===== config.mk =====
export PLATFORM = sky130hd
export DESIGN_NAME = mct_teach_ctrl
export DESIGN_NICKNAME = d
export VERILOG_FILES = /design/src/shared/mct_pkg.sv /design/src/hw/mct_debounce.sv /design/src/hw/mct_code_cmp.sv /design/src/hw/mct_teach_ctrl.sv
export VERILOG_INCLUDE_DIRS = /design/src /design/src/shared
export SDC_FILE = /design/constraint.sdc
export NUM_CORES = 2
export LEC_CHECK = 0
export BUFFER_PORTS_ARGS = -buffer_cell sky130_fd_sc_hd__buf_2
export CAP_MARGIN = 15
export CELL_PAD_IN_SITES_DETAIL_PLACEMENT = 0
export CELL_PAD_IN_SITES_GLOBAL_PLACEMENT = 1
export CORE_ASPECT_RATIO = 1.5
export CORE_UTILIZATION = 55
export CTS_BUF_LIST = sky130_fd_sc_hd__clkbuf_8
export DETAILED_ROUTE_END_ITERATION = 8
export PLACE_DENSITY = 0.82
export RECOVER_POWER = 100
export SKIP_CTS_REPAIR_TIMING = 1
export SLEW_MARGIN = 20
export SYNTH_ARGS = -nofsm -noshare
export SYNTH_HDL_FRONTEND = slang
export SYNTH_HIERARCHICAL = 1
export SYNTH_SLANG_ARGS = --single-unit

===== constraint.sdc =====
create_clock -name pclk -period 4.1 [get_ports pclk]
set_input_delay 0.82 -clock pclk [delete_from_list [all_inputs] [get_ports pclk]]
set_output_delay 0.82 -clock pclk [all_outputs]
set_load 0.02 [all_outputs]

===== src/shared/mct_cfg.svh =====
`ifndef MCT_CFG_SVH
`define MCT_CFG_SVH

// ----------------------------------------------------------------
// Register offsets (byte addresses)
// ----------------------------------------------------------------
`define MCT_OFS_CTRL      8'h00
`define MCT_OFS_STATUS    8'h04
`define MCT_OFS_MC1_ID    8'h08
`define MCT_OFS_MC2_ID    8'h0C
`define MCT_OFS_MC2_DATA  8'h10
`define MCT_OFS_PULSE_LEN 8'h14
`define MCT_OFS_SYM_EN    8'h18
`define MCT_OFS_MREADS    8'h1C

// ----------------------------------------------------------------
// Field positions and reset values
// ----------------------------------------------------------------
`define MCT_CTRL_W        20
`define MCT_MC2_IDX_LSB   8
`define MCT_RST_CTRL      20'h00000
`define MCT_RST_PULSE_LEN 16'h0FA0
`define MCT_RST_SYM_EN    16'hFFFF
`define MCT_RST_MREADS    8'h01
`define MCT_IMPL_MASK     16'h03FF

// ----------------------------------------------------------------
// Code limits and symbology numbers
// ----------------------------------------------------------------
`define MCT_MAX_LEN       6'd50
`define MCT_CHR_MIN       8'd32
`define MCT_CHR_MAX       8'd137
`define MCT_SYM_PHARMA    4'h9
`define MCT_PHARMA_MIN    6'd6
`define MCT_TEACH_MREADS  8'd30

// ----------------------------------------------------------------
// Timing
// ----------------------------------------------------------------
`define MCT_CLK_KHZ       25000
`define MCT_DEB_TIME_MS   10
`define MCT_DEB_CYCLES    (`MCT_DEB_TIME_MS * `MCT_CLK_KHZ)

`endif


===== src/shared/mct_pkg.sv =====
package mct_pkg;

   // Teach-in sequence, Gray coded along the usual path
   typedef enum logic [1:0] {
      MCT_IDLE  = 2'b00,
      MCT_TEACH = 2'b01,
      MCT_CAPT  = 2'b11,
      MCT_SAVE  = 2'b10
   } mct_state_e;

   // Identity of a code: symbology and length
   typedef struct packed {
      logic [3:0] sym;
      logic [5:0] len;
   } mct_code_s;

   // Decoder character stream
   typedef struct packed {
      logic       start;
      logic [3:0] sym;
      logic       chr_vld;
      logic [7:0] chr;
      logic       done;
   } mct_dec_s;

   // Control register layout
   typedef struct packed {
      logic [3:0] beep_fn;
      logic [3:0] res2_fn;
      logic [3:0] res1_fn;
      logic       param_mode;
      logic       sens_assign;
      logic       cnt_rst;
      logic       pharma;
      logic       teach_static;
      logic       mc2_act;
      logic       filt_en;
      logic       cmp_en;
   } mct_ctrl_s;

   // Result function selector
   typedef enum logic [3:0] {
      MCT_FN_OFF    = 4'h0,
      MCT_FN_NOMATCH= 4'h1,
      MCT_FN_M1     = 4'h2,
      MCT_FN_MIS1   = 4'h3,
      MCT_FN_M2     = 4'h4,
      MCT_FN_MIS2   = 4'h5,
      MCT_FN_M1OR2  = 4'h6,
      MCT_FN_M1AND2 = 4'h7
   } mct_fn_e;

endpackage


===== src/hw/mct_debounce.sv =====
`timescale 1ns/10ps
`default_nettype none
`include "mct_cfg.svh"

module mct_debounce #(
   parameter int unsigned DEB_CYCLES = `MCT_DEB_CYCLES
) (
   // Clock and reset
   input  wire logic pclk,
   input  wire logic presetn,
   input  wire logic ce,
   // Raw switch pin
   input  wire logic pin,
   // Debounced level and edges
   output logic      level,
   output logic      ready,
   output logic      rise,
   output logic      fall
);

   typedef struct packed {
      logic        meta;
      logic        sync;
      logic        level;
      logic        ready;
      logic        rise;
      logic        fall;
      logic [23:0] cnt;
   } mct_deb_s;

   mct_deb_s q, d;

   // ----------------------------------------------------------------
   // Settling filter
   // ----------------------------------------------------------------
   always_comb begin
      d      = q;
      d.meta = pin;
      d.sync = q.meta;
      d.rise = 1'b0;
      d.fall = 1'b0;
      if (!q.ready) begin
         // Power-up: follow the pin until it has stayed put for a full period
         d.level = q.sync;
         if (q.sync != q.level) begin
            d.cnt = 24'h000000;
         end else if (q.cnt >= 24'(DEB_CYCLES - 1)) begin
            d.cnt   = 24'h000000;
            d.ready = 1'b1;
         end else begin
            d.cnt = q.cnt + 24'h000001;
         end
      end else if (q.sync == q.level) begin
         d.cnt = 24'h000000;
      end else if (q.cnt >= 24'(DEB_CYCLES - 1)) begin
         d.cnt   = 24'h000000;
         d.level = q.sync;
         d.rise  = q.sync;
         d.fall  = ~q.sync;
      end else begin
         d.cnt = q.cnt + 24'h000001;
      end
   end

   // State register
   always_ff @(posedge pclk or negedge presetn) begin
      if (!presetn) begin
         q <= '0;
      end else if (ce) begin
         q <= d;
      end
   end

   assign level = q.level;
   assign ready = q.ready;
   assign rise  = q.rise;
   assign fall  = q.fall;

endmodule
`default_nettype wire


===== src/hw/mct_code_cmp.sv =====
`timescale 1ns/10ps
`default_nettype none
`include "mct_cfg.svh"

module mct_code_cmp (
   // Clock and reset
   input  wire logic          pclk,
   input  wire logic          presetn,
   input  wire logic          ce,
   // Decoder stream and per-character equality
   input  wire mct_pkg::mct_dec_s  dec,
   input  wire logic          eq1,
   input  wire logic          eq2,
   // Stored identities
   input  wire mct_pkg::mct_code_s mc1,
   input  wire mct_pkg::mct_code_s mc2,
   // Position and verdict
   output logic [5:0]         idx,
   output logic               ovf,
   output logic               m1,
   output logic               m2
);

   typedef struct packed {
      logic [5:0] idx;
      logic       ovf;
      logic       eq1;
      logic       eq2;
   } mct_cmp_s;

   mct_cmp_s q, d;

   // ----------------------------------------------------------------
   // Running content comparison
   // ----------------------------------------------------------------
   always_comb begin
      d = q;
      if (dec.start) begin
         d = '{idx: 6'd0, ovf: 1'b0, eq1: 1'b1, eq2: 1'b1};
      end else if (dec.chr_vld) begin
         if (q.idx >= `MCT_MAX_LEN) begin
            d.ovf = 1'b1;
         end else begin
            d.idx = q.idx + 6'd1;
            d.eq1 = q.eq1 & eq1;
            d.eq2 = q.eq2 & eq2;
         end
      end
   end

   // State register
   always_ff @(posedge pclk or negedge presetn) begin
      if (!presetn) begin
         q <= '0;
      end else if (ce) begin
         q <= d;
      end
   end

   // Type, length and content all equal
   assign idx = q.idx;
   assign ovf = q.ovf;
   assign m1  = q.eq1 & ~q.ovf & (dec.sym == mc1.sym) & (q.idx == mc1.len);
   assign m2  = q.eq2 & ~q.ovf & (dec.sym == mc2.sym) & (q.idx == mc2.len);

endmodule
`default_nettype wire


===== src/hw/mct_teach_ctrl.sv =====
// Notes on behaviour
// - In reading mode every decoded code is compared with both match codes.
// - Output filter forwards only codes equal in type, length, content to active codes.
// - Match code holds up to 50 characters, each 32 to 137.
// - Only a symbology the decoder can evaluate becomes a match code.
// - Teach-in records symbology, length and content of match code 1.
// - Comparison enabled by the sensor input stays on until power-off.
// - Dynamic teach needs an enabled symbology and an external reading pulse.
// - After dynamic teach all previously enabled symbologies are still output.
// - Static teach uses the standard decoder and any implemented symbology.
// - Static teach starts its own reading pulse, ends it on capture.
// - After static teach only codes of match code 1 type and length pass.
// - Static teach temporarily requires 30 identical multiple reads.
// - Static teach without a capture leaves the code configuration unchanged.
// - Pharmaceutical variant accepts that code type only with six or more characters; the code checks this only in static teach, not in dynamic teach.
// - With counter-reset option each static teach clears the daily counters.
// - Configuration activation of comparison overrides the sensor input activation.
// - Match code 2 is set and enabled only through configuration registers.
// - Entering reading mode samples the switch and activates comparison then.
// - Every opening of the switch enters teach-in for match code 1.
// - A teach read beeps, ends the interval, keeps code in working memory.
// - Closing the switch after a teach read saves match code 1 permanently.
// - After saving, each result pulses the second result output for set length.
// - Closing without a teach read ends the interval, keeps old configuration.
//
// The placing of the registers and the APB slave port were decided locally.
`timescale 1ns/10ps
`default_nettype none
`include "mct_cfg.svh"

module mct_teach_ctrl #(
   parameter int unsigned DEB_CYCLES = `MCT_DEB_CYCLES
) (
   // Clock, reset, clock enable
   input  wire logic               pclk,
   input  wire logic               presetn,
   input  wire logic               ce,
   // APB slave
   input  wire logic               psel,
   input  wire logic               penable,
   input  wire logic               pwrite,
   input  wire logic [7:0]         paddr,
   input  wire logic [31:0]        pwdata,
   output logic [31:0]             prdata,
   output logic                    pready,
   output logic                    pslverr,
   // Sensor switch pin
   input  wire logic               sens_sw,
   // Decoder stream and external reading pulse
   input  wire mct_pkg::mct_dec_s  dec,
   input  wire logic               rd_trig,
   // Reading control towards the decoder
   output logic                    rd_int,
   output logic                    std_dec_sel,
   output logic [7:0]              mreads_req,
   output logic [15:0]             sym_lock,
   // Host forwarding and results
   output logic                    code_fwd,
   output logic                    res1,
   output logic                    res2,
   output logic                    beep,
   // Parameter store and counters
   output logic                    nv_save,
   output mct_pkg::mct_code_s      nv_code,
   input  wire logic [5:0]         nv_addr,
   output logic [7:0]              nv_chr,
   output logic                    cnt_clr
);

   typedef struct packed {
      mct_pkg::mct_state_e st;
      mct_pkg::mct_ctrl_s  ctrl;
      mct_pkg::mct_code_s  mc1;
      mct_pkg::mct_code_s  mc2;
      logic [15:0]         pulse_len;
      logic [15:0]         sym_en;
      logic [7:0]          mreads;
      logic                mc1_vld;
      logic                cmp_act;
      logic                lock;
      logic                sel;
      logic                bad;
      logic                init_done;
      logic                prev_param;
      logic                rd_static;
      logic                rd;
      logic                fwd;
      logic                save;
      logic                clr;
      logic [2:0][15:0]    rcnt;
      logic [2:0]          res;
      logic [31:0]         rdata;
   } mct_main_s;

   mct_main_s q, d;

   logic [7:0]  bank [0:1][0:49];
   logic [7:0]  mc2_mem [0:49];
   logic [5:0]  idx;
   logic        ovf;
   logic        m1;
   logic        m2;
   logic        eq1;
   logic        eq2;
   logic        sw_level;
   logic        sw_ready;
   logic        sw_rise;
   logic        sw_fall;
   logic [2:0]  fire;
   logic        cmp_eff;
   logic        m1a;
   logic        m2a;
   logic        teach_wr;
   logic        mc2_wr;

   // ----------------------------------------------------------------
   // Helper functions
   // ----------------------------------------------------------------
   function automatic logic [3:0] reg_dec(input logic [7:0] a);
      case (a)
         `MCT_OFS_CTRL:      reg_dec = 4'h1;
         `MCT_OFS_STATUS:    reg_dec = 4'h2;
         `MCT_OFS_MC1_ID:    reg_dec = 4'h3;
         `MCT_OFS_MC2_ID:    reg_dec = 4'h4;
         `MCT_OFS_MC2_DATA:  reg_dec = 4'h5;
         `MCT_OFS_PULSE_LEN: reg_dec = 4'h6;
         `MCT_OFS_SYM_EN:    reg_dec = 4'h7;
         `MCT_OFS_MREADS:    reg_dec = 4'h8;
         default:            reg_dec = 4'h0;
      endcase
   endfunction

   function automatic logic res_fn(input logic [3:0] fn, input logic a, input logic b, input logic b_on);
      case (mct_pkg::mct_fn_e'(fn))
         mct_pkg::MCT_FN_NOMATCH: res_fn = ~a & ~(b & b_on);
         mct_pkg::MCT_FN_M1:      res_fn = a;
         mct_pkg::MCT_FN_MIS1:    res_fn = ~a;
         mct_pkg::MCT_FN_M2:      res_fn = b_on & b;
         mct_pkg::MCT_FN_MIS2:    res_fn = b_on & ~b;
         mct_pkg::MCT_FN_M1OR2:   res_fn = a | (b_on & b);
         mct_pkg::MCT_FN_M1AND2:  res_fn = b_on & a & b;
         default:                 res_fn = 1'b0;
      endcase
   endfunction

   function automatic logic chr_ok(input logic [7:0] c);
      chr_ok = (c >= `MCT_CHR_MIN) && (c <= `MCT_CHR_MAX);
   endfunction

   // ----------------------------------------------------------------
   // Switch conditioning and code comparison
   // ----------------------------------------------------------------
   mct_debounce #(.DEB_CYCLES(DEB_CYCLES)) u_deb (
      .pclk    (pclk),
      .presetn (presetn),
      .ce      (ce),
      .pin     (sens_sw),
      .level   (sw_level),
      .ready   (sw_ready),
      .rise    (sw_rise),
      .fall    (sw_fall)
   );

   mct_code_cmp u_cmp (
      .pclk    (pclk),
      .presetn (presetn),
      .ce      (ce),
      .dec     (dec),
      .eq1     (eq1),
      .eq2     (eq2),
      .mc1     (q.mc1),
      .mc2     (q.mc2),
      .idx     (idx),
      .ovf     (ovf),
      .m1      (m1),
      .m2      (m2)
   );

   // Per-character equality against both stored codes
   assign eq1 = (idx < `MCT_MAX_LEN) && (bank[q.sel][idx] == dec.chr);
   assign eq2 = (idx < `MCT_MAX_LEN) && (mc2_mem[idx] == dec.chr);

   assign cmp_eff = q.cmp_act | q.ctrl.cmp_en;
   assign m1a     = m1 & q.mc1_vld;
   assign m2a     = m2 & q.ctrl.mc2_act;

   // Result functions for result 1, result 2 and beeper
   genvar gi;
   generate
      for (gi = 0; gi < 3; gi++) begin : g_fire
         logic [3:0] fn;
         assign fn = (gi == 0) ? q.ctrl.res1_fn : (gi == 1) ? q.ctrl.res2_fn : q.ctrl.beep_fn;
         assign fire[gi] = res_fn(fn, m1a, m2a, q.ctrl.mc2_act);
      end
   endgenerate

   // ----------------------------------------------------------------
   // Next-state logic
   // ----------------------------------------------------------------
   always_comb begin
      logic       rd_acc;
      logic       wr_acc;
      logic       sym_ok;
      logic       teach_ok;
      logic       reading;
      logic       lock_ok;
      logic [2:0] load;
      logic [15:0] impl;
      rd_acc   = psel & ~penable & ~pwrite;
      wr_acc   = psel & penable & pwrite;
      impl     = `MCT_IMPL_MASK;
      reading  = (q.st == mct_pkg::MCT_IDLE) & ~q.ctrl.param_mode;
      load     = 3'b000;
      sym_ok   = 1'b0;
      teach_ok = 1'b0;
      lock_ok  = 1'b0;
      d        = q;
      d.fwd    = 1'b0;
      d.save   = 1'b0;
      d.clr    = 1'b0;
      d.prev_param = q.ctrl.param_mode;

      // Register writes
      if (wr_acc) begin
         case (reg_dec(paddr))
            4'h1:    d.ctrl      = mct_pkg::mct_ctrl_s'(pwdata[`MCT_CTRL_W-1:0]);
            4'h4:    d.mc2       = mct_pkg::mct_code_s'(pwdata[9:0]);
            4'h6:    d.pulse_len = pwdata[15:0];
            4'h7:    d.sym_en    = pwdata[15:0];
            4'h8:    d.mreads    = pwdata[7:0];
            default: d.rdata     = q.rdata;
         endcase
      end

      // Read data captured in the setup phase
      if (rd_acc) begin
         case (reg_dec(paddr))
            4'h1:    d.rdata = {12'h000, q.ctrl};
            4'h2:    d.rdata = {24'h000000, q.mc1_vld, q.lock, sw_level, q.rd, cmp_eff, q.cmp_act, q.st};
            4'h3:    d.rdata = {22'h000000, q.mc1};
            4'h4:    d.rdata = {22'h000000, q.mc2};
            4'h6:    d.rdata = {16'h0000, q.pulse_len};
            4'h7:    d.rdata = {16'h0000, q.sym_en};
            4'h8:    d.rdata = {24'h000000, q.mreads};
            default: d.rdata = 32'h00000000;
         endcase
      end

      // Switch sampled on entering reading mode
      if ((sw_ready && !q.init_done) || (q.prev_param && !q.ctrl.param_mode)) begin
         d.init_done = 1'b1;
         if (sw_level && q.ctrl.sens_assign) begin
            d.cmp_act = 1'b1;
         end
      end

      // Bad character flag for the teach buffer
      if (dec.start) begin
         d.bad = 1'b0;
      end
      if (dec.chr_vld && !chr_ok(dec.chr)) begin
         d.bad = 1'b1;
      end

      // Acceptance of a taught code
      sym_ok   = q.ctrl.teach_static ? impl[dec.sym] : q.sym_en[dec.sym] & impl[dec.sym];
      teach_ok = dec.done & sym_ok & ~q.bad & ~ovf & (idx != 6'd0) & q.rd
               & ~(q.ctrl.teach_static & q.ctrl.pharma & (dec.sym == `MCT_SYM_PHARMA)
                   & (idx < `MCT_PHARMA_MIN));

      // Teach-in sequence
      case (q.st)
         mct_pkg::MCT_IDLE: begin
            if (sw_fall && q.ctrl.sens_assign && !q.ctrl.param_mode) begin
               d.st        = mct_pkg::MCT_TEACH;
               d.rd_static = q.ctrl.teach_static;
            end
         end
         mct_pkg::MCT_TEACH: begin
            if (sw_rise) begin
               d.st        = mct_pkg::MCT_IDLE;
               d.rd_static = 1'b0;
            end else if (teach_ok) begin
               d.st        = mct_pkg::MCT_CAPT;
               d.sel       = ~q.sel;
               d.mc1       = '{sym: dec.sym, len: idx};
               d.mc1_vld   = 1'b1;
               d.rd_static = 1'b0;
               load[2]     = 1'b1;
            end
         end
         mct_pkg::MCT_CAPT: begin
            if (sw_rise) begin
               d.st = mct_pkg::MCT_SAVE;
            end
         end
         mct_pkg::MCT_SAVE: begin
            d.st      = mct_pkg::MCT_IDLE;
            d.save    = 1'b1;
            d.cmp_act = 1'b1;
            d.lock    = q.ctrl.teach_static;
            d.clr     = q.ctrl.teach_static & q.ctrl.cnt_rst;
         end
         default: begin
            d.st = mct_pkg::MCT_IDLE;
         end
      endcase

      // Reading interval: own pulse in static teach, external otherwise
      d.rd = d.rd_static | (rd_trig & ~q.rd_static);

      // Comparison and forwarding of each good read
      lock_ok = ~q.lock | ((dec.sym == q.mc1.sym) & (idx == q.mc1.len));
      if (reading && dec.done) begin
         d.fwd = ~ovf & lock_ok & (~q.ctrl.filt_en | m1a | m2a);
         if (cmp_eff) begin
            load = load | fire;
         end
      end

      // Result pulses of configured length
      for (int i = 0; i < 3; i++) begin
         if (load[i]) begin
            d.rcnt[i] = q.pulse_len;
         end else if (q.rcnt[i] != 16'h0000) begin
            d.rcnt[i] = q.rcnt[i] - 16'h0001;
         end
         d.res[i] = (d.rcnt[i] != 16'h0000);
      end
   end

   // ----------------------------------------------------------------
   // State register
   // ----------------------------------------------------------------
   always_ff @(posedge pclk or negedge presetn) begin
      if (!presetn) begin
         q           <= '0;
         q.ctrl      <= mct_pkg::mct_ctrl_s'(`MCT_RST_CTRL);
         q.pulse_len <= `MCT_RST_PULSE_LEN;
         q.sym_en    <= `MCT_RST_SYM_EN;
         q.mreads    <= `MCT_RST_MREADS;
      end else if (ce) begin
         q <= d;
      end
   end

   // ----------------------------------------------------------------
   // Code memories
   // ----------------------------------------------------------------
   assign teach_wr = ce & (q.st == mct_pkg::MCT_TEACH) & dec.chr_vld & (idx < `MCT_MAX_LEN);
   assign mc2_wr   = ce & psel & penable & pwrite & (reg_dec(paddr) == 4'h5)
                   & (pwdata[`MCT_MC2_IDX_LSB+5:`MCT_MC2_IDX_LSB] < `MCT_MAX_LEN);

   // Teach writes go to the idle bank, so the old code survives
   always_ff @(posedge pclk) begin
      if (teach_wr) begin
         bank[~q.sel][idx] <= dec.chr;
      end
      if (mc2_wr) begin
         mc2_mem[pwdata[`MCT_MC2_IDX_LSB+5:`MCT_MC2_IDX_LSB]] <= pwdata[7:0];
      end
   end

   // Content readout for the parameter store
   always_ff @(posedge pclk or negedge presetn) begin
      if (!presetn) begin
         nv_chr <= 8'h00;
      end else if (ce) begin
         nv_chr <= (nv_addr < `MCT_MAX_LEN) ? bank[q.sel][nv_addr] : 8'h00;
      end
   end

   // ----------------------------------------------------------------
   // Outputs
   // ----------------------------------------------------------------
   assign prdata      = q.rdata;
   assign pready      = 1'b1;
   assign pslverr     = psel & penable & (reg_dec(paddr) == 4'h0);
   assign rd_int      = q.rd;
   assign std_dec_sel = q.rd_static;
   assign mreads_req  = q.rd_static ? `MCT_TEACH_MREADS : q.mreads;
   assign sym_lock    = q.lock ? (16'h0001 << q.mc1.sym) : q.sym_en;
   assign code_fwd    = q.fwd;
   assign res1        = q.res[0];
   assign res2        = q.res[1];
   assign beep        = q.res[2];
   assign nv_save     = q.save;
   assign nv_code     = q.mc1;
   assign cnt_clr     = q.clr;

endmodule
`default_nettype wire


==> impl_metrics.py <==
metrics = {
    "place": {
        "port_buffers": 127,
        "routabilityCongestion": 0.915,
        "hpwlAfterDp_um": 127000,
        "post-place-ws_ns": -0.334,
    },
    "global_routing": {
        "global_route_usage_sum": 0.315,
        "grt_start_max_net_pins": 94,
        "grt_pass1_wl_um": 279000,
        "first_global_vias": 43200,
        "overflow": 0,
        "number_of_antenna_violations_at_the_first_check_in_global_routing": 6,
    },
    "timing": {
        "total_count_of_hold_check_failures_in_the_final_report": 0,
        "final_critical_path_setup_slack_ns": -0.0398,
        "skew_ns": 0.0379,
        "worst-slew-pin-transition_ns": 2.91,
        "timing.max_slew.rel_slack": -0.942,
        "maxClockFrequency_mhz": 242,
        "min_period_ns": 4.14,
        "post-route-period-util": 1.01,
        "timing_max_transition_violations_final": 1025,
        "setup_violations": 1,
        "holdWs_ns": 0.135,
    },
    "clock_network": {
        "cts-root-to-sink-buffers": 3,
        "cts.clk_slew.worst_paths_ns": 0.07,
        "clock_tree_from_tritoncts": "built",
        "clockRootBuffer": "sky130_fd_sc_hd__clkbuf_8",
        "clkLatencyLatePin_ns": 0.93,
        "cts-buffers-inserted": 196,
        "cts-htree-levels": 4,
        "count_of_clock_tree_sinks": 1412,
    },
    "run_status": {
        "status": "finished with violations",
        "failed_checks": "capacitance limit, slew limit, setup timing",
    },
    "yosys": {
        "yosysUniqueCellTypes": 97,
        "ys_ff_latch": 1412,
        "post_synth_instance_area_sq_um": 65500,
        "synth-edff-count": 1200,
        "yosysWarningCount": 6,
        "synth_area_leader_cell": "sky130_fd_sc_hd__edfxtp_1",
        "async_reset_ff_frac": 0.150,
        "netlist_top_cells_area": "sky130_fd_sc_hd__edfxtp_1 (55%), sky130_fd_sc_hd__mux4_2 (8.2%), sky130_fd_sc_hd__dfrtp_1 (7.2%)",
        "synth-seq-area-share": 0.632,
        "synth_top_area_frac": 0.550,
        "synth_cells": 4429,
        "synth-main-ff-cell": "sky130_fd_sc_hd__edfxtp_1",
        "syn-mean-instance-area_sq_um": 14.8,
    },
    "worst_setup_path": {
        "timing.critical_path.cells": "buf_6 > buf_16 > buf_8 > mux2i_2 > o22ai_1 > or4_1 > a222oi_1 > nand4_1 > xnor2_1 > nand2_1 > nor4_4 > buf_4 > a211oi_1 > o21ai_1",
        "critPathLaunchType": "flip-flop",
        "cp_slowest_stage_delay_ns": 0.80,
        "worst_ep_required_time_ns": 4.92,
        "critPathSlowestCell": "sky130_fd_sc_hd__a222oi_1",
        "worstSetupPathType": "flip-flop to flip-flop",
        "cpLargestDelayFamily": "simple AND/OR/NAND/NOR gates",
        "critical_path_buf_inv_count": 4,
        "crit_path_end_kind": "flip-flop",
        "critical_path.max_fanout": 15,
        "critical_path_arrival_ns": 4.96,
    },
    "flow_run": {
        "max_cap_violations": 18,
    },
    "floorplan": {
        "design.core.area_sq_um": 118000,
        "floorplan.die.height_um": 425,
        "die_w_um": 284,
        "row_count": 154,
        "floorplan.io_pins": 153,
        "initial_core_util": 0.556,
        "dieArea_sq_um": 120000,
    },
    "power": {
        "maximum_vdd_drop_mv": 0.305,
        "reported_leakage_power_uw": 0.0234,
        "power_per_cell_area_nw_per_um2": 407,
    },
    "final_layout": {
        "drive_gt1_frac": 0.185,
        "finalNetCount": 4885,
        "mostFrequentLayoutCells": "sky130_fd_sc_hd__edfxtp_1 (1200), sky130_fd_sc_hd__mux2i_1 (451), sky130_fd_sc_hd__clkbuf_1 (262)",
        "postLayoutCoreUtil": 0.618,
        "layout_commonest_cell": "sky130_fd_sc_hd__edfxtp_1",
        "flow.area_growth_from_synthesis_pct": 11.2,
    },
    "detailed_routing": {
        "drc_violations_left": 0,
        "antenna_violating_nets_post_route": 0,
        "dr.pass1.iters": 6,
        "avgViaCountPerCell": 6.63,
        "vias": 43200,
        "postRouteWirelength_um": 191000,
        "violation_count_after_the_first_detailed_route_iteration": 4478,
        "routedWlPerCell_um": 29.3,
    },
    "hold_path": {
        "worstHoldPathType": "primary input to flip-flop",
    },
}
==> registers in the layout (all words and copies together), names as in the netlist, 2 cells and up <==
signal	cells
g_fire.fn	12
u_cmp/idx	6
prdata	20
u_deb/q	25
u_cmp/q	2
nv_chr	8
bank	800
q	114
nv_code	10
mc2_mem	400
==> through the flow <==
step,cell area [sq um],instances,TNS (ns),power (uW)
2_1_floorplan,65500,4440,0,18200
3_3_place_gp,69600,6146,-0.445,19300
3_5_place_dp,69600,6146,-0.334,19400
4_1_cts,73300,6496,-0.375,29700
5_1_grt,72800,6520,-0.0490,30600
6_report,72800,6522,-0.0398,29600
==> where the power goes <==
part           leakage [uW]  switching (uW)  total [uW]  internal, uW
clock network       0.00210            5320       10500          5170
logic               0.00778            1770        2810          1050
registers            0.0135             443       16300         15900
total                0.0234            7530       29600         22100
==> layer usage <==
layer | vias up | track usage | routed length (um)
li1 | 18500 | - | -
met1 | 21900 | 0.371 | 66800
met2 | 2319 | 0.548 | 96800
met3 | 592 | 0.0557 | 15600
met4 | 6 | 0.175 | 12100
met5 | - | 0 | 43
==> final timing paths <==
kind / end / slack (ns) / cells past startpoint / startpoint
worst min register to register: q[89]$_DFFE_PN0P_ / 0.49 / 1 / q[89]$_DFFE_PN0P_
worst min-delay path: g_fire[2].fn[1]$_DFFE_PN0P_ / 0.14 / 3 / pwdata[17]
max in group asynchronous: nv_code[6]$_DFFE_PN0P_ / 0.81 / 3 / presetn
min in group asynchronous: res1$_DFFE_PN0P_ / 1.19 / 2 / presetn
worst max-delay path: u_cmp/q[1]$_DFFE_PN0P_ / -0.04 / 14 / q[91]$_DFFE_PN0P_
worst max register to register: u_cmp/q[1]$_DFFE_PN0P_ / -0.04 / 14 / q[91]$_DFFE_PN0P_
==> synth_stat cells, types with 27 or more instances <==
master                     count
sky130_fd_sc_hd__mux2i_1     456
sky130_fd_sc_hd__a22oi_1      98
sky130_fd_sc_hd__clkbuf_1    159
sky130_fd_sc_hd__nor2b_1      32
sky130_fd_sc_hd__dfrtp_1     189
sky130_fd_sc_hd__buf_6        28
sky130_fd_sc_hd__nor3_1       81
sky130_fd_sc_hd__buf_2        58
sky130_fd_sc_hd__a22o_1       33
sky130_fd_sc_hd__o21ai_0     154
sky130_fd_sc_hd__o22ai_1     220
sky130_fd_sc_hd__nand3_1      65
sky130_fd_sc_hd__inv_1        55
sky130_fd_sc_hd__nor2_1      238
sky130_fd_sc_hd__nand4_1      37
sky130_fd_sc_hd__edfxtp_1   1200
sky130_fd_sc_hd__nand2_1     195
sky130_fd_sc_hd__mux2_2       81
sky130_fd_sc_hd__a21oi_1      99
sky130_fd_sc_hd__buf_1        35
sky130_fd_sc_hd__xnor2_1      51
sky130_fd_sc_hd__a31oi_1      27
sky130_fd_sc_hd__nor4_1       78
sky130_fd_sc_hd__mux4_2      238
sky130_fd_sc_hd__buf_4        84
==> cells by family after synthesis <==
logic type,share of synthesized area
AND/OR/NAND/NOR,0.0709
XOR/XNOR,0.00909
other,0.000115
adder cells (fa/ha/maj),0.00172
flip-flops,0.632
AO/OA/AOI/OAI,0.0854
buffers and inverters,0.0338
multiplexers,0.167
==> cell type report <==
type	count	area (sq um)
well taps	1560	1950
multi-input cells	2606	22000
clock inverters	147	893
diodes	3	7.51
inverters	55	206
clock buffers	203	2790
flip-flops and latches	1412	41400
repair buffers	536	3560
fillers	8877	44900
==> worst reg2reg max path: stages, from the launching register on <==
cell and delay [ns]:
sky130_fd_sc_hd__dfrtp_4 0.45, sky130_fd_sc_hd__buf_6 0.16, sky130_fd_sc_hd__buf_16 0.17, sky130_fd_sc_hd__buf_8 0.20
sky130_fd_sc_hd__mux2i_2 0.28, sky130_fd_sc_hd__o22ai_1 0.11, sky130_fd_sc_hd__or4_1 0.59, sky130_fd_sc_hd__a222oi_1 0.80
sky130_fd_sc_hd__nand4_1 0.21, sky130_fd_sc_hd__xnor2_1 0.22, sky130_fd_sc_hd__nand2_1 0.11, sky130_fd_sc_hd__nor4_4 0.40
sky130_fd_sc_hd__buf_4 0.19, sky130_fd_sc_hd__a211oi_1 0.04, sky130_fd_sc_hd__o21ai_1 0.13
Note: power is estimated with default switching activity, not from simulation.
